## config.mk

```make
export PLATFORM = sky130hd
export DESIGN_NAME = cap_sense_ctrl
export DESIGN_NICKNAME = d
export VERILOG_FILES = /design/src/cap_sense_pkg.sv /design/src/count_if.sv /design/src/edge_counter.sv /design/src/cap_sense_ctrl.sv
export SDC_FILE = /design/constraint.sdc
export NUM_CORES = 1
export LEC_CHECK = 0
export ABC_AREA = 1
export BUFFER_PORTS_ARGS = -buffer_cell sky130_fd_sc_hd__buf_2
export CAP_MARGIN = 40
export CORE_AREA = 2 2 106 108
export DETAILED_ROUTE_END_ITERATION = 8
export DIE_AREA = 0 0 108 110
export PLACE_DENSITY = 0.72
export SYNTH_ARGS = -nofsm -noshare
export SYNTH_HDL_FRONTEND = slang
export SYNTH_SLANG_ARGS = --single-unit
```

## constraint.sdc

```tcl
create_clock -name REF_CLK -period 2.7 [get_ports REF_CLK]
set_clock_uncertainty 0.2 [all_clocks]
set_input_delay 0.405 -clock REF_CLK [delete_from_list [all_inputs] [get_ports REF_CLK]]
set_output_delay 0.405 -clock REF_CLK [all_outputs]
set_load 0.01 [all_outputs]
```

## src/cap_sense_pkg.sv

```systemverilog
package cap_sense_pkg;

  // Power modes of the sensing oscillator
  typedef enum logic [2:0] {
    MODE_OFF,
    MODE_LOW,
    MODE_MED,
    MODE_HIGH,
    MODE_NOISE
  } mode_e;

  // Bus geometry
  localparam int          AXI_ADDR_W      = 8;
  localparam int          AXI_DATA_W      = 32;
  localparam logic [1:0]  RESP_OKAY       = 2'h0;
  localparam logic [1:0]  RESP_SLVERR     = 2'h2;

  // Register byte offsets
  localparam logic [7:0]  OFF_SENSE_CTRL0 = 8'h00;
  localparam logic [7:0]  OFF_TIMER0_CFG  = 8'h04;
  localparam logic [7:0]  OFF_TIMER1_CTRL = 8'h08;
  localparam logic [7:0]  OFF_GATE_CTRL   = 8'h0C;
  localparam logic [7:0]  OFF_TIMER0_CNT  = 8'h10;
  localparam logic [7:0]  OFF_TIMER1_CNT  = 8'h14;
  localparam logic [7:0]  OFF_EVENT_STAT  = 8'h18;

  // sense_control_reg0 fields
  localparam int          BIT_MODULE_EN   = 7;
  localparam int          BIT_REF_MODE    = 6;
  localparam int          BIT_RANGE_HI    = 3;
  localparam int          BIT_RANGE_LO    = 2;
  localparam int          BIT_OSC_DIR     = 1;
  localparam int          BIT_T0_EXT_SEL  = 0;

  // Timer0 config field
  localparam int          BIT_T0_CLK_SRC  = 0;

  // timer1_control_reg fields
  localparam int          BIT_T1_CS_HI    = 7;
  localparam int          BIT_T1_CS_LO    = 6;
  localparam int          BIT_T1_RUN      = 0;

  // Gate control field
  localparam int          BIT_T1_GATE_EN  = 0;

  // Event status fields, write one to clear
  localparam int          BIT_T0_OVF      = 0;
  localparam int          BIT_NOISE_ACT   = 1;

  // Current range and Timer1 source codes
  localparam logic [1:0]  RANGE_ZERO      = 2'h0;
  localparam logic [1:0]  RANGE_LOW       = 2'h1;
  localparam logic [1:0]  RANGE_MED       = 2'h2;
  localparam logic [1:0]  RANGE_HIGH      = 2'h3;
  localparam logic [1:0]  T1_SRC_QUARTER  = 2'h0;
  localparam logic [1:0]  T1_SRC_SYSCLK   = 2'h1;
  localparam logic [1:0]  T1_SRC_PIN      = 2'h2;
  localparam logic [1:0]  T1_SRC_OSC      = 2'h3;

  // Reset values and timing
  localparam logic [7:0]  RST_BYTE        = 8'h00;
  localparam logic [1:0]  QUARTER_LAST    = 2'h3;
  localparam int          T0_WIDTH        = 8;
  localparam int          T1_WIDTH        = 16;

endpackage : cap_sense_pkg

```

## src/count_if.sv

```systemverilog
`timescale 1ns/1ps
interface count_if #(parameter int WIDTH = 8);
  logic             inc;
  logic             load;
  logic [WIDTH-1:0] load_val;
  logic [WIDTH-1:0] value;
  logic             ovf;

  modport ctrl    (output inc, output load, output load_val, input value, input ovf);
  modport counter (input inc, input load, input load_val, output value, output ovf);
endinterface : count_if

```

## src/edge_counter.sv

```systemverilog
`timescale 1ns/1ps
module edge_counter (
  input  wire logic   clk,
  input  wire logic   nrst,
  count_if.counter    cnt
);
  import cap_sense_pkg::*;

  // Bus load wins over a count in the same cycle
  always_ff @(posedge clk) begin
    if (!nrst) begin
      cnt.value <= '0;
    end else if (cnt.load) begin
      cnt.value <= cnt.load_val;
    end else if (cnt.inc) begin
      cnt.value <= cnt.value + 1'b1;
    end
  end

  always_ff @(posedge clk) begin
    if (!nrst) begin
      cnt.ovf <= 1'b0;
    end else begin
      cnt.ovf <= cnt.inc && !cnt.load && (&cnt.value);
    end
  end

endmodule : edge_counter

```

## src/cap_sense_ctrl.sv

```systemverilog
// Design decisions made here: the register addresses and the AXI4-Lite slave port.
`timescale 1ns/1ps
// What this block does
// RULE1 - Reference mode bit picks fixed internal or variable external threshold references.
// RULE2 - Range field 01/10/11 gives low/medium/high current; 00 in low range is off.
// RULE3 - High range with field 00 is noise mode: no pin current, oscillator still active.
// RULE4 - In noise mode pin noise toggles the comparator, flagged as activity.
// RULE5 - Oscillator output clocks exactly one of Timer0 or Timer1.
// RULE6 - Software never times the measurement with the timer the oscillator clocks.
// RULE7 - Timer0 ext select set and clock source cleared makes Timer0 count oscillator; here not while Timer1 clock select is 11.
// RULE8 - Timer1 clock select 11 makes Timer1 count the oscillator.
// RULE9 - Timer1 off without run; with run, free or gated by gate enable.
// RULE10 - Software should build the time base from Timer0 overflow and Timer1 gate toggle.
// RULE11 - Software clears the timer at time base start and captures it at end.
// RULE12 - Frequency is count over period, same time base loaded and unloaded.
// RULE13 - Software should place the touch threshold midway between both frequencies.
// RULE14 - Bit 7 of control register 0 enables the sensing module.
// RULE15 - Read-only bit 1 shows 1 while sourcing and 0 while sinking current.
// RULE16 - Oscillator output is synchronised before it enables timer counting.
module cap_sense_ctrl (
  input  wire logic                               REF_CLK,
  input  wire logic                               NRST,
  input  wire logic [cap_sense_pkg::AXI_ADDR_W-1:0] S_AXI_AWADDR,
  input  wire logic [2:0]                         S_AXI_AWPROT,
  input  wire logic                               S_AXI_AWVALID,
  output logic                                    S_AXI_AWREADY,
  input  wire logic [cap_sense_pkg::AXI_DATA_W-1:0] S_AXI_WDATA,
  input  wire logic [3:0]                         S_AXI_WSTRB,
  input  wire logic                               S_AXI_WVALID,
  output logic                                    S_AXI_WREADY,
  output logic [1:0]                              S_AXI_BRESP,
  output logic                                    S_AXI_BVALID,
  input  wire logic                               S_AXI_BREADY,
  input  wire logic [cap_sense_pkg::AXI_ADDR_W-1:0] S_AXI_ARADDR,
  input  wire logic [2:0]                         S_AXI_ARPROT,
  input  wire logic                               S_AXI_ARVALID,
  output logic                                    S_AXI_ARREADY,
  output logic [cap_sense_pkg::AXI_DATA_W-1:0]    S_AXI_RDATA,
  output logic [1:0]                              S_AXI_RRESP,
  output logic                                    S_AXI_RVALID,
  input  wire logic                               S_AXI_RREADY,
  input  wire logic                               OSC_IN,
  input  wire logic                               TIMER0_PIN,
  input  wire logic                               TIMER1_PIN,
  input  wire logic                               GATE_IN,
  output logic                                    REF_SEL_VARIABLE,
  output cap_sense_pkg::mode_e                    CURRENT_MODE,
  output logic                                    OSC_ENABLE,
  output logic                                    SOURCE_ENABLE
);
  import cap_sense_pkg::*;

  logic [7:0]            ctrl0_reg;
  logic                  t0_cfg_reg;
  logic [7:0]            t1_ctrl_reg;
  logic                  gate_en_reg;
  logic [1:0]            stat_reg;
  logic                  aw_held_reg;
  logic                  w_held_reg;
  logic [AXI_ADDR_W-1:0] awaddr_reg;
  logic [AXI_DATA_W-1:0] wdata_reg;
  logic [3:0]            wstrb_reg;
  logic                  osc_meta_reg;
  logic                  osc_sync_reg;
  logic                  osc_prev_reg;
  logic                  pin0_prev_reg;
  logic                  pin1_prev_reg;
  logic [1:0]            quarter_reg;
  mode_e                 mode_next;
  logic                  wr_fire;
  logic [AXI_ADDR_W-1:0] wr_word;
  logic [AXI_ADDR_W-1:0] rd_word;
  logic                  wr_hit;
  logic                  rd_hit;
  logic [AXI_DATA_W-1:0] rd_data;
  logic                  module_en;
  logic                  osc_edge;
  logic                  quarter_tick;
  logic                  t0_osc;
  logic                  t1_osc;
  logic                  t1_src_tick;
  logic                  t1_counting;

  count_if #(.WIDTH(T0_WIDTH)) t0_if ();
  count_if #(.WIDTH(T1_WIDTH)) t1_if ();

  edge_counter u_timer0 (
    .clk  (REF_CLK),
    .nrst (NRST),
    .cnt  (t0_if.counter)
  );

  edge_counter u_timer1 (
    .clk  (REF_CLK),
    .nrst (NRST),
    .cnt  (t1_if.counter)
  );

  // Bus write channel: address and data taken in either order
  assign S_AXI_AWREADY = !aw_held_reg && !S_AXI_BVALID;
  assign S_AXI_WREADY  = !w_held_reg && !S_AXI_BVALID;
  assign wr_fire       = aw_held_reg && w_held_reg && !S_AXI_BVALID;
  assign wr_word       = {awaddr_reg[AXI_ADDR_W-1:2], 2'b00};
  assign rd_word       = {S_AXI_ARADDR[AXI_ADDR_W-1:2], 2'b00};

  always_ff @(posedge REF_CLK) begin
    if (!NRST) begin
      aw_held_reg <= 1'b0;
      awaddr_reg  <= '0;
    end else if (S_AXI_AWVALID && S_AXI_AWREADY) begin
      aw_held_reg <= 1'b1;
      awaddr_reg  <= S_AXI_AWADDR;
    end else if (wr_fire) begin
      aw_held_reg <= 1'b0;
    end
  end

  always_ff @(posedge REF_CLK) begin
    if (!NRST) begin
      w_held_reg <= 1'b0;
      wdata_reg  <= '0;
      wstrb_reg  <= '0;
    end else if (S_AXI_WVALID && S_AXI_WREADY) begin
      w_held_reg <= 1'b1;
      wdata_reg  <= S_AXI_WDATA;
      wstrb_reg  <= S_AXI_WSTRB;
    end else if (wr_fire) begin
      w_held_reg <= 1'b0;
    end
  end

  always_comb begin
    case (wr_word)
      OFF_SENSE_CTRL0, OFF_TIMER0_CFG, OFF_TIMER1_CTRL, OFF_GATE_CTRL,
      OFF_TIMER0_CNT, OFF_TIMER1_CNT, OFF_EVENT_STAT: wr_hit = 1'b1;
      default: wr_hit = 1'b0;
    endcase
  end

  always_ff @(posedge REF_CLK) begin
    if (!NRST) begin
      S_AXI_BVALID <= 1'b0;
      S_AXI_BRESP  <= RESP_OKAY;
    end else if (wr_fire) begin
      S_AXI_BVALID <= 1'b1;
      S_AXI_BRESP  <= wr_hit ? RESP_OKAY : RESP_SLVERR;
    end else if (S_AXI_BREADY) begin
      S_AXI_BVALID <= 1'b0;
    end
  end

  // Control registers; only lane 0 carries them
  always_ff @(posedge REF_CLK) begin
    if (!NRST) begin
      ctrl0_reg   <= RST_BYTE;
      t0_cfg_reg  <= 1'b0;
      t1_ctrl_reg <= RST_BYTE;
      gate_en_reg <= 1'b0;
    end else if (wr_fire && wstrb_reg[0]) begin
      case (wr_word)
        OFF_SENSE_CTRL0: ctrl0_reg   <= wdata_reg[7:0] & 8'hCD;
        OFF_TIMER0_CFG:  t0_cfg_reg  <= wdata_reg[BIT_T0_CLK_SRC];
        OFF_TIMER1_CTRL: t1_ctrl_reg <= wdata_reg[7:0] & 8'hC1;
        OFF_GATE_CTRL:   gate_en_reg <= wdata_reg[BIT_T1_GATE_EN];
        default: ;
      endcase
    end
  end

  // Counter loads let software clear at time base start
  assign t0_if.load     = wr_fire && wstrb_reg[0] && (wr_word == OFF_TIMER0_CNT);
  assign t0_if.load_val = wdata_reg[7:0];
  assign t1_if.load     = wr_fire && (|wstrb_reg[1:0]) && (wr_word == OFF_TIMER1_CNT);
  assign t1_if.load_val = {wstrb_reg[1] ? wdata_reg[15:8] : t1_if.value[15:8],
                           wstrb_reg[0] ? wdata_reg[7:0]  : t1_if.value[7:0]};

  // Sticky events; a new event beats the clear in the same cycle
  always_ff @(posedge REF_CLK) begin
    if (!NRST) begin
      stat_reg <= 2'b00;
    end else begin
      for (int i = 0; i < 2; i++) begin
        if ((i == BIT_T0_OVF && t0_if.ovf) ||
            (i == BIT_NOISE_ACT && osc_edge && CURRENT_MODE == MODE_NOISE)) begin // RULE4
          stat_reg[i] <= 1'b1;
        end else if (wr_fire && wstrb_reg[0] && wr_word == OFF_EVENT_STAT && wdata_reg[i]) begin
          stat_reg[i] <= 1'b0;
        end
      end
    end
  end

  // Bus read channel
  always_comb begin
    rd_hit  = 1'b1;
    rd_data = '0;
    case (rd_word)
      OFF_SENSE_CTRL0: rd_data[7:0] = {ctrl0_reg[7:2], osc_sync_reg, ctrl0_reg[0]}; // RULE15
      OFF_TIMER0_CFG:  rd_data[BIT_T0_CLK_SRC] = t0_cfg_reg;
      OFF_TIMER1_CTRL: rd_data[7:0] = t1_ctrl_reg;
      OFF_GATE_CTRL:   rd_data[BIT_T1_GATE_EN] = gate_en_reg;
      OFF_TIMER0_CNT:  rd_data[T0_WIDTH-1:0] = t0_if.value;
      OFF_TIMER1_CNT:  rd_data[T1_WIDTH-1:0] = t1_if.value;
      OFF_EVENT_STAT:  rd_data[1:0] = stat_reg;
      default:         rd_hit = 1'b0;
    endcase
  end

  assign S_AXI_ARREADY = !S_AXI_RVALID;

  always_ff @(posedge REF_CLK) begin
    if (!NRST) begin
      S_AXI_RVALID <= 1'b0;
      S_AXI_RDATA  <= '0;
      S_AXI_RRESP  <= RESP_OKAY;
    end else if (S_AXI_ARVALID && S_AXI_ARREADY) begin
      S_AXI_RVALID <= 1'b1;
      S_AXI_RDATA  <= rd_data;
      S_AXI_RRESP  <= rd_hit ? RESP_OKAY : RESP_SLVERR;
    end else if (S_AXI_RREADY) begin
      S_AXI_RVALID <= 1'b0;
    end
  end

  // Oscillator mode decode
  assign module_en = ctrl0_reg[BIT_MODULE_EN]; // RULE14

  always_comb begin
    mode_next = MODE_OFF;
    if (module_en) begin
      case (ctrl0_reg[BIT_RANGE_HI:BIT_RANGE_LO]) // RULE2
        RANGE_LOW:  mode_next = MODE_LOW;
        RANGE_MED:  mode_next = MODE_MED;
        RANGE_HIGH: mode_next = MODE_HIGH;
        default:    mode_next = ctrl0_reg[BIT_REF_MODE] ? MODE_NOISE : MODE_OFF; // RULE3
      endcase
    end
  end

  always_ff @(posedge REF_CLK) begin
    if (!NRST) begin
      CURRENT_MODE     <= MODE_OFF;
      REF_SEL_VARIABLE <= 1'b0;
      OSC_ENABLE       <= 1'b0;
      SOURCE_ENABLE    <= 1'b0;
    end else begin
      CURRENT_MODE     <= mode_next;
      REF_SEL_VARIABLE <= ctrl0_reg[BIT_REF_MODE]; // RULE1
      OSC_ENABLE       <= (mode_next != MODE_OFF);
      SOURCE_ENABLE    <= (mode_next != MODE_OFF) && (mode_next != MODE_NOISE); // RULE3
    end
  end

  // Comparator output is asynchronous; only the second stage is looked at
  always_ff @(posedge REF_CLK) begin
    if (!NRST) begin
      osc_meta_reg <= 1'b0;
      osc_sync_reg <= 1'b0;
      osc_prev_reg <= 1'b0;
    end else begin
      osc_meta_reg <= OSC_IN; // RULE16
      osc_sync_reg <= osc_meta_reg;
      osc_prev_reg <= osc_sync_reg;
    end
  end

  // Edges above half of REF_CLK are lost
  assign osc_edge = osc_sync_reg && !osc_prev_reg && module_en; // RULE16

  always_ff @(posedge REF_CLK) begin
    if (!NRST) begin
      pin0_prev_reg <= 1'b0;
      pin1_prev_reg <= 1'b0;
      quarter_reg   <= 2'b00;
    end else begin
      pin0_prev_reg <= TIMER0_PIN;
      pin1_prev_reg <= TIMER1_PIN;
      quarter_reg   <= quarter_reg + 2'b01;
    end
  end

  assign quarter_tick = (quarter_reg == QUARTER_LAST);

  // Timer1 takes the oscillator when both ask for it
  assign t1_osc = (t1_ctrl_reg[BIT_T1_CS_HI:BIT_T1_CS_LO] == T1_SRC_OSC); // RULE8
  assign t0_osc = ctrl0_reg[BIT_T0_EXT_SEL] && !t0_cfg_reg && !t1_osc; // RULE5 RULE7

  always_comb begin
    if (t0_cfg_reg) begin
      t0_if.inc = TIMER0_PIN && !pin0_prev_reg;
    end else if (t0_osc) begin
      t0_if.inc = osc_edge; // RULE7
    end else begin
      t0_if.inc = quarter_tick && !ctrl0_reg[BIT_T0_EXT_SEL];
    end
  end

  always_comb begin
    case (t1_ctrl_reg[BIT_T1_CS_HI:BIT_T1_CS_LO])
      T1_SRC_QUARTER: t1_src_tick = quarter_tick;
      T1_SRC_SYSCLK:  t1_src_tick = 1'b1;
      T1_SRC_PIN:     t1_src_tick = TIMER1_PIN && !pin1_prev_reg;
      default:        t1_src_tick = osc_edge; // RULE8
    endcase
  end

  assign t1_counting = t1_ctrl_reg[BIT_T1_RUN] && (!gate_en_reg || GATE_IN); // RULE9
  assign t1_if.inc   = t1_counting && t1_src_tick; // RULE9
endmodule : cap_sense_ctrl

```

==> run_results.csv, run 1 <==
group,metric,value,unit
run_status,outcome,"finished clean",
finish,fin_cells,901,
timing,setup-tns-final,0,ns
floorplan,ioPinCount,116,
finish,post-route-cell-area,0.005308,sq mm
placement,dp_slack,0.7028,ns
drt,ant_nets,0,
placement,io_buffers,69,
critical_path,cpMostUsedCell,"nand2_4",
timing,grt_setup_unrepaired,"false",
finish,final_net_count,828,
logic_synthesis,synth.area.top_cells,"dfxtp_1, nand2_1, nor2_1",
drt,remaining_drc_errors,0,
drt,drtIter0Drc,258,
critical_path,cpPeakStageDelay,0.43,ns
clock_network,postCtsHoldBufs,0,
grt,grt.overflow.total,0,
clock_network,cts.path.max_buffers,2,
logic_synthesis,avgSynthCellArea,6.810,sq um
logic_synthesis,ys_warn_count,0,
critical_path,cp_data_required_time,2.77,ns
grt,grt_pass1_vias,3680,
drt,wirelength_met1,5293,um
power_and_ir_drop,p_sw_frac,0.2588,
grt,antenna_found_initial,0,
drt,vias,4318,
worst_hold_path,hold_class,"primary input to flop",
placement,hpwl,8052,um
logic_synthesis,synthFlopType,"dfxtp_1",
critical_path,cp-start-kind,"flop",
power_and_ir_drop,seqPwrFrac,0.538,
drt,dr_wl_met3,614,um
drt,firstDrtPassIters,4,
timing,slew_viol_final,0,
timing,period_needed,2.005,ns
power_and_ir_drop,power.switching,722.3,uW
logic_synthesis,synth.distinct_cells,38,
floorplan,rows,38,
power_and_ir_drop,p_clk_frac,0.373,
timing,whs,0.01516,ns
placement,gp_congestion,0.8834,
power_and_ir_drop,power_leakage,0.002362,uW
clock_network,clk_pin_slew,0.10,ns
floorplan,die_h,110,um
floorplan,coreArea,0.01070,sq mm
timing,fmax,498.7,MHz
timing,slew_headroom,0.6512,
critical_path,path_max_fanout,27,
drt,routed_wl,10770,um
critical_path,path_class,"flop to flop",
placement,postPlaceCellArea,0.005089,sq mm
logic_synthesis,syn-instance-count,693,
timing,setup_ws,0.6949,ns
clock_network,numCtsBuffers,9,
timing,hold_viol,0,
drt,wl_met2,4697,um
critical_path,cp-end-kind,"flop",
finish,n_antenna_cell,0,
clock_network,htree_levels,3,
logic_synthesis,seq_area_frac_synth,0.4072,
clock_network,cts_root_buffer,"clkbuf_8",
critical_path,crit_arrival,2.08,ns
power_and_ir_drop,p_comb_frac,0.089,
floorplan,die_area,0.01188,sq mm
logic_synthesis,synth_edf_count,0,
drt,wl_per_cell,11.95,um
critical_path,crit_slowest_cell,"dfxtp_1",
power_and_ir_drop,intPower,2069,uW
power_and_ir_drop,cellPowerDensity,525.9,mW/mm^2
clock_network,clk_latency,0.38,ns
run,maxCapViolCount,0,
logic_synthesis,synth-seq-cells,96,
floorplan,start_util,0.4412,
clock_network,cts_tree,"yes",
grt,grt_pass1_wl,17580,um
logic_synthesis,yosysTopAreaCell,"dfxtp_1",
grt,grt_use_total,0.1884,
timing,setup_viol,0,
clock_network,post_cts_resize_count,0,
timing,fin_crit_sh,0.7426,
drt,topRoutingLayerUsed,"met4",
floorplan,die_w,108,um
grt,grt_max_degree,32,
finish,drive_gt1_frac,0.1537,
power_and_ir_drop,ir_worst_vdd,0.0002304,V
finish,area_delta_synth_final,12.46,%
logic_synthesis,syn-cell-area,0.004720,sq mm
timing,worstMarginPinSlew,0.5193,ns
placement,dp_cells,885,
clock_network,cts_setup_buffers,0,
clock_network,cts_sinks,96,
drt,viasPerCell,4.792,
logic_synthesis,async_flop_share,0,
logic_synthesis,yosysTopAreaCellShare,0.4072,
critical_path,crit_chain,"nor2_2, inv_2, nor2_4, nand2_4, nand2_4, nand2_2, clkinv_1, a21oi_1, nor2_1",
==> layout by cell type (no fill, tap or decap), types with 2 or more instances in the layout <==
cell type / Yosys / routed
ha_1: 3 / 3
nor2_1: 102 / 102
nand3_2: 2 / 2
dfxtp_1: 96 / 96
nor3_1: 3 / 3
or2_2: 4 / 4
clkinv_1: 2 / 2
inv_2: 6 / 6
nand2_1: 164 / 164
o21ai_1: 13 / 13
nor2_2: 2 / 2
nand3_1: 33 / 33
buf_2: 4 / 69
nor2_4: 5 / 5
inv_1: 69 / 69
nand4_1: 7 / 7
bufinv_16: 0 / 2
nand3b_1: 2 / 2
clkbuf_8: 0 / 9
o21ai_0: 50 / 50
or2_1: 2 / 2
conb_1: 1 / 18
nand2_4: 2 / 2
a21oi_1: 62 / 62
buf_4: 18 / 4
clkinv_2: 0 / 2
nand2_2: 5 / 5
o211ai_1: 2 / 2
xor2_1: 9 / 9
==> power by group through the flow <==
stage | sequential [uW] | clock (uW) | combinational [uW]
floorplan | 1520 | 0 | 190
finish | 1500 | 1040 | 249
global placement | 1530 | 0 | 246
CTS | 1500 | 1060 | 250
detailed placement | 1530 | 0 | 249
global route | 1510 | 1100 | 285
==> per-stage QoR <==
stage	utilization	total power, uW
6_report	0.4961	2791
5_1_grt	0.4961	2895
4_1_cts	0.4961	2811
3_5_place_dp	0.4757	1784
3_3_place_gp	0.4757	1778
2_1_floorplan	-	1715
==> cell type report <==
type,count,area (sq um)
fill,1128,5390
clock inverter,7,95.09
sequential,96,1922
timing repair buffer,73,375.4
clock buffer,9,123.9
tap,140,175.2
multi-input combinational,499,2327
inverter,77,289.0
==> critical path: cells and delay by family, from the launching register on <==
kind                   cells  cell delay [ns]
AOI/OAI and AO/OA          1             0.18
buffers and inverters      2             0.35
DFF                        1             0.43
and+or+nand+nor            6             0.73
==> path summary, 6_finish.rpt <==
check                             startpoint               endpoint  slack (ns)  cells past startpoint
worst max-delay path            S_AXI_BVALID  u_timer1.cnt.value[9]        0.69                      9
worst max register to register  S_AXI_BVALID  u_timer1.cnt.value[9]        0.69                      9
worst min-delay path                  OSC_IN           osc_meta_reg        0.02                      3
worst min register to register  osc_meta_reg           osc_sync_reg        0.22                      2
==> layer usage <==
layer	track usage	vias to the layer above
li1	-	2299
met1	0.2565	1890
met2	0.2974	114
met3	0.03821	15
met4	0.06868	0
met5	0	-
==> synthesized netlist by cell type, types with 2 or more instances <==
cell	instances
nand3_1	33
xor2_1	9
a21oi_1	62
clkinv_1	2
nand3_2	2
nor2_2	2
o21ai_1	13
clkbuf_1	11
dfxtp_1	96
o21ai_0	50
nand4_1	7
nor2_1	102
o211ai_1	2
nor3_1	3
inv_2	6
or2_2	4
buf_6	4
ha_1	3
nor2_4	5
buf_2	4
nand2_2	5
or2_1	2
buf_4	18
nand2_1	164
inv_1	69
nand3b_1	2
nand2_4	2
==> cells by family after synthesis <==
logic type	after synthesis	synth area share
AOI/OAI and AO/OA	133	0.1461
xor gates and xnor gates	10	0.01856
adders and majority gates	3	0.007954
buffers and inverters	115	0.1132
DFF	96	0.4072
other	1	0.0007946
and+or+nand+nor	335	0.3062
No activity file was read; power rests on OpenSTA's default activity.
==> run 2, diff against run 1 <==
- clock period: 2.7 -> 2 ns (I/O delays scaled with it)
==> run 2 against run 1 <==
Setup slack worse by 0.54 ns. Cell area is 4.3% higher. First-iteration DRC count is 16% lower. Critical path depth is 2 higher. Wire length is 4.1% higher. Via count is 2.5% higher. Hold slack worse by 0.0078 ns. Largest cell class unchanged.
==> run_results.csv, run 2 (synthesis gave the netlist of run 1 again) <==
group,metric,value,unit
run_status,outcome,"finished clean",
grt,grt_pass1_wl,18240,um
critical_path,r2r_slack,0.21,ns
grt,grt.overflow.total,0,
placement,io_buffers,69,
critical_path,timing.rr.end,"u_timer1.cnt.value[12]",
floorplan,rows,38,
floorplan,coreArea,0.01070,sq mm
floorplan,die_w,108,um
finish,area_delta_synth_final,17.26,%
timing,slew_headroom,0.6611,
worst_hold_path,holdPathEnd,"wdata_reg[15]",
timing,grt_setup_unrepaired,"false",
critical_path,cp-end-kind,"flop",
worst_hold_path,hold_class,"primary input to flop",
critical_path,cpPeakStageDelay,0.52,ns
critical_path,r2r_start,"u_timer1.cnt.value[1]",
critical_path,cp_data_required_time,2.07,ns
timing,fin_crit_sh,0.9219,
drt,firstDrtPassIters,5,
drt,remaining_drc_errors,0,
clock_network,clk_pin_slew,0.09,ns
clock_network,cts_root_buffer,"clkbuf_8",
critical_path,cpMostUsedCell,"nor2_1",
grt,grt_max_degree,37,
floorplan,ioPinCount,116,
power_and_ir_drop,power.total,3714,uW
drt,viasPerCell,4.792,
critical_path,crit_slowest_cell,"dlygate4sd3_1",
grt,grt_pass1_vias,3887,
critical_path,crit_chain,"dlygate4sd3_1, buf_2, nand2_1, nor2_1, nor2_1, nor2_2, nand2_4, nand2_2, clkinvlp_4, a21oi_1, nor2_1",
finish,most-common-layout-cells,"nand2_1, nor2_1, dfxtp_1",
clock_network,numCtsBuffers,9,
floorplan,die_area,0.01188,sq mm
timing,slew_viol_final,0,
clock_network,cts_tree,"yes",
critical_path,cp-start-kind,"primary input",
drt,ant_nets,0,
drt,vias,4428,
critical_path,path_class,"primary input to flop",
finish,drive_gt1_frac,0.1582,
worst_hold_path,min_path_cells,3,
finish,n_antenna_cell,0,
placement,gp_congestion,0.8734,
finish,final_common_cell,"nand2_1",
worst_hold_path,hold_path_startpoint,"S_AXI_WDATA[15]",
drt,drtIter0Drc,217,
critical_path,r2r_cells,7,
clock_network,cts_setup_buffers,0,
timing,hold_viol,0,
placement,hpwl,8001,um
drt,wl_per_cell,12.13,um
grt,antenna_found_initial,0,
timing,worstMarginPinSlew,0.5046,ns
critical_path,crit_arrival,1.91,ns
critical_path,path_max_fanout,6,
timing,setup-tns-final,0,ns
timing,fmax,542.3,MHz
clock_network,cts.path.max_buffers,2,
drt,routed_wl,11210,um
timing,period_needed,1.844,ns
timing,setup_viol,0,
clock_network,htree_levels,3,
finish,final_net_count,851,
floorplan,start_util,0.4412,
clock_network,cts_sinks,96,
floorplan,die_h,110,um
power_and_ir_drop,cellPowerDensity,671.1,mW/mm^2
run,maxCapViolCount,0,
power_and_ir_drop,ir_worst_vdd,0.0003473,V
grt,grt_use_total,0.1964,
clock_network,clk_latency,0.37,ns
power_and_ir_drop,power_leakage,0.002447,uW
[run 2: cell count changes in the layout (fill, tap and decap cells not counted), sizes merged, moves of 3 or more]
cell / delta
dlygate4sd3: +18
buf: +5
clkinv: -5
clkinvlp: +4
clkbuf: +3
[run 2: per-stage QoR]
step / std cells / utilization / setup WS, ns / hold WS [ns] / cell area (sq um)
after detailed placement: 890 / 0.4792 / 0.1165 / 0.1996 / 5126
after global routing: 924 / 0.5173 / 0.009907 / 0.01168 / 5534
after floorplan: 710 / - / 0.4609 / 0.1905 / 4783
after CTS: 924 / 0.5154 / 0.04345 / 0.005861 / 5514
after global placement: 890 / 0.4792 / 0.1594 / 0.1989 / 5126
final: 924 / 0.5173 / 0.1561 / 0.007311 / 5534
[run 2: power breakdown]
part / leakage, uW / internal (uW) / switching (uW)
combinational: 0.00157 / 137 / 233
clock: 0.0000948 / 646 / 672
sequential: 0.000782 / 1980 / 48.8
total: 0.00245 / 2760 / 954
[run 2: critical path: cells and delay by family]
kind                   cells  cell delay (ns)
buffers and inverters      3             0.81
AND/OR/NAND/NOR            7             0.65
AO/OA/AOI/OAI              1             0.16
[run 2: area by class of cell]
type	count	area (sq um)
Clock buffer	12	155.1
Clock inverter	4	52.55
Fill cell	1112	5164
Inverter	77	296.5
Multi-Input combinational cell	499	2340
Sequential cell	96	1922
Tap cell	140	175.2
Timing Repair Buffer	96	593.1
[run 2: metal layers]
layer | up-vias | global-route usage | part of all wire
met1 | 1969 | 0.2659 | 0.49
met2 | 102 | 0.3131 | 0.45
met4 | 0 | 0.07692 | 0.017
met5 | - | 0 | 0
met3 | 14 | 0.03469 | 0.044
li1 | 2343 | - | -
[run 2: repair_timing]
action                                 4_1_cts  5_1_grt
resized for setup                            0        5
hold buffers                                18        0
setup endpoints to repair                    0       12
endpoints found under the hold margin       18        0
[run 2: worst max path at each step]
stage	startpoint	endpoint	slack, ns	cells after the start
final	TIMER1_PIN	u_timer1.cnt.value[9]	0.16	11
after detailed placement	quarter_reg[0]	u_timer1.cnt.value[0]	0.12	10
after global placement	quarter_reg[0]	u_timer1.cnt.value[2]	0.16	10
after floorplan	u_timer1.cnt.value[1]	u_timer1.cnt.value[12]	0.46	7
after global routing	TIMER1_PIN	u_timer1.cnt.value[9]	0.01	11
after CTS	TIMER1_PIN	u_timer1.cnt.value[0]	0.04	11
==> run 3, diff against run 2 <==
- PLACE_DENSITY: 0.72 -> default
- PLACE_DENSITY_LB_ADDON: default -> 0.3
- SETUP_SLACK_MARGIN: default -> 0.2
==> run 3 against run 2 <==
Wire length is 8.0% higher. Sequential power hardly changed. Setup slack better by 0.080 ns. Non-clock buffer count is 12 higher. Combinational power is 8.9% higher. First-iteration DRC count is 21% higher. Die area stayed put. Clock power is 20% higher. Sequential share of layout area is 1.8 points lower. Global-route usage is 0.26 points higher. Clock-buffer cell count is 2 lower. Fmax is 4.5% higher. Highest routed layer unchanged.
==> run_results.csv, run 3 (synthesis gave the netlist of run 1 again) <==
group,metric,value,unit
drt,vias,4616,
timing,setup_viol,0,
floorplan,rows,38,
power_and_ir_drop,cellPowerDensity,686.6,mW/mm^2
drt,viasPerCell,4.916,
grt,antenna_found_initial,0,
clock_network,numCtsBuffers,9,
drt,wl_per_cell,12.90,um
critical_path,cp_data_required_time,2.08,ns
clock_network,cts.path.max_buffers,2,
placement,gp_congestion,0.8750,
clock_network,cts_tree,"yes",
floorplan,coreArea,0.01070,sq mm
clock_network,clk_latency,0.38,ns
finish,n_antenna_cell,0,
grt,grt_use_total,0.1990,
power_and_ir_drop,ir_worst_vdd,0.0004420,V
power_and_ir_drop,power.total,4022,uW
floorplan,die_h,110,um
placement,hpwl,8500,um
critical_path,crit_arrival,1.84,ns
power_and_ir_drop,power_leakage,0.002590,uW
drt,firstDrtPassIters,5,
timing,fin_crit_sh,0.8822,
floorplan,ioPinCount,116,
timing,slew_viol_final,0,
grt,grt_max_degree,36,
finish,area_delta_synth_final,24.10,%
drt,ant_nets,0,
worst_hold_path,hold_class,"primary input to flop",
floorplan,start_util,0.4412,
run,maxCapViolCount,0,
drt,routed_wl,12110,um
grt,grt_pass1_wl,18620,um
finish,final_common_cell,"nand2_1",
critical_path,cp-start-kind,"flop",
timing,hold_viol,0,
grt,grt.overflow.total,0,
timing,fmax,566.8,MHz
placement,io_buffers,69,
critical_path,path_class,"flop to flop",
critical_path,cp-end-kind,"flop",
finish,final_net_count,866,
grt,grt_pass1_vias,4094,
timing,grt_setup_unrepaired,"true",
finish,drive_gt1_frac,0.2065,
timing,setup-tns-final,0,ns
clock_network,cts_sinks,96,
drt,remaining_drc_errors,0,
floorplan,die_w,108,um
timing,worstMarginPinSlew,0.4968,ns
finish,most-common-layout-cells,"nand2_1, nor2_1, dfxtp_1",
critical_path,path_max_fanout,8,
floorplan,die_area,0.01188,sq mm
clock_network,cts_root_buffer,"clkbuf_8",
clock_network,clk_pin_slew,0.09,ns
run_status,outcome,"finished clean",
drt,drtIter0Drc,263,
timing,period_needed,1.764,ns
clock_network,htree_levels,3,
timing,slew_headroom,0.6663,
run 3: path summary, 6_finish.rpt:
check,from,to,slack (ns),depth (start not counted)
max,aw_held_reg,u_timer1.cnt.value[12],0.24,10
min,S_AXI_WDATA[8],wdata_reg[8],0.007,3
max reg2reg,aw_held_reg,u_timer1.cnt.value[12],0.24,10
min reg2reg,quarter_reg[0],quarter_reg[0],0.23,1
run 3: cell type report:
type	instances	area, sq um
tap	140	175.2
fill	1078	4841
sequential	96	1928
multi-input combinational	502	2485
clock buffer	10	137.6
inverter	77	299.0
timing repair buffer	108	719.4
clock inverter	6	112.6
run 3: critical path, stage by stage, from the launching register on:
cell	delay [ns]
dfxtp_2	0.36
nand2_2	0.07
nor2_4	0.17
inv_4	0.06
nor2_4	0.15
nand2_4	0.14
nand2_8	0.12
nand2_8	0.08
buf_6	0.14
o21ai_2	0.10
nor2_1	0.05
run 3: power by group:
part	switching (uW)	internal [uW]	total [uW]
sequential	53.7	1980	2030
combinational	251	151	403
clock	715	872	1590
total	1020	3000	4020
run 3: metal layers:
layer / share of wire / GRT usage
met5: 0 / 0
met4: 0.015 / 0.07234
met3: 0.063 / 0.03351
met2: 0.46 / 0.3324
met1: 0.46 / 0.2601
run 3: repair_timing:
action / in CTS / in global routing
hold buffers: 19 / 0
cloned: 0 / 4
buffers inserted: 0 / 11
setup endpoints to repair: 12 / 29
hold endpoints to repair: 19 / 0
resized for setup: 4 / 49
pin swaps: 0 / 17
run 3: per-stage QoR:
stage | instance area (sq um) | worst slack (ns) | utilization | hold slack, ns | instances
after floorplan | 4783 | 0.4609 | - | 0.1905 | 710
after global placement | 5119 | 0.1403 | 0.4785 | 0.2072 | 889
after detailed placement | 5119 | 0.09886 | 0.4785 | 0.2057 | 889
after CTS | 5569 | 0.2107 | 0.5206 | 0.002170 | 924
after global routing | 5857 | 0.1356 | 0.5475 | 0.02591 | 939
final | 5857 | 0.2357 | 0.5475 | 0.006752 | 939
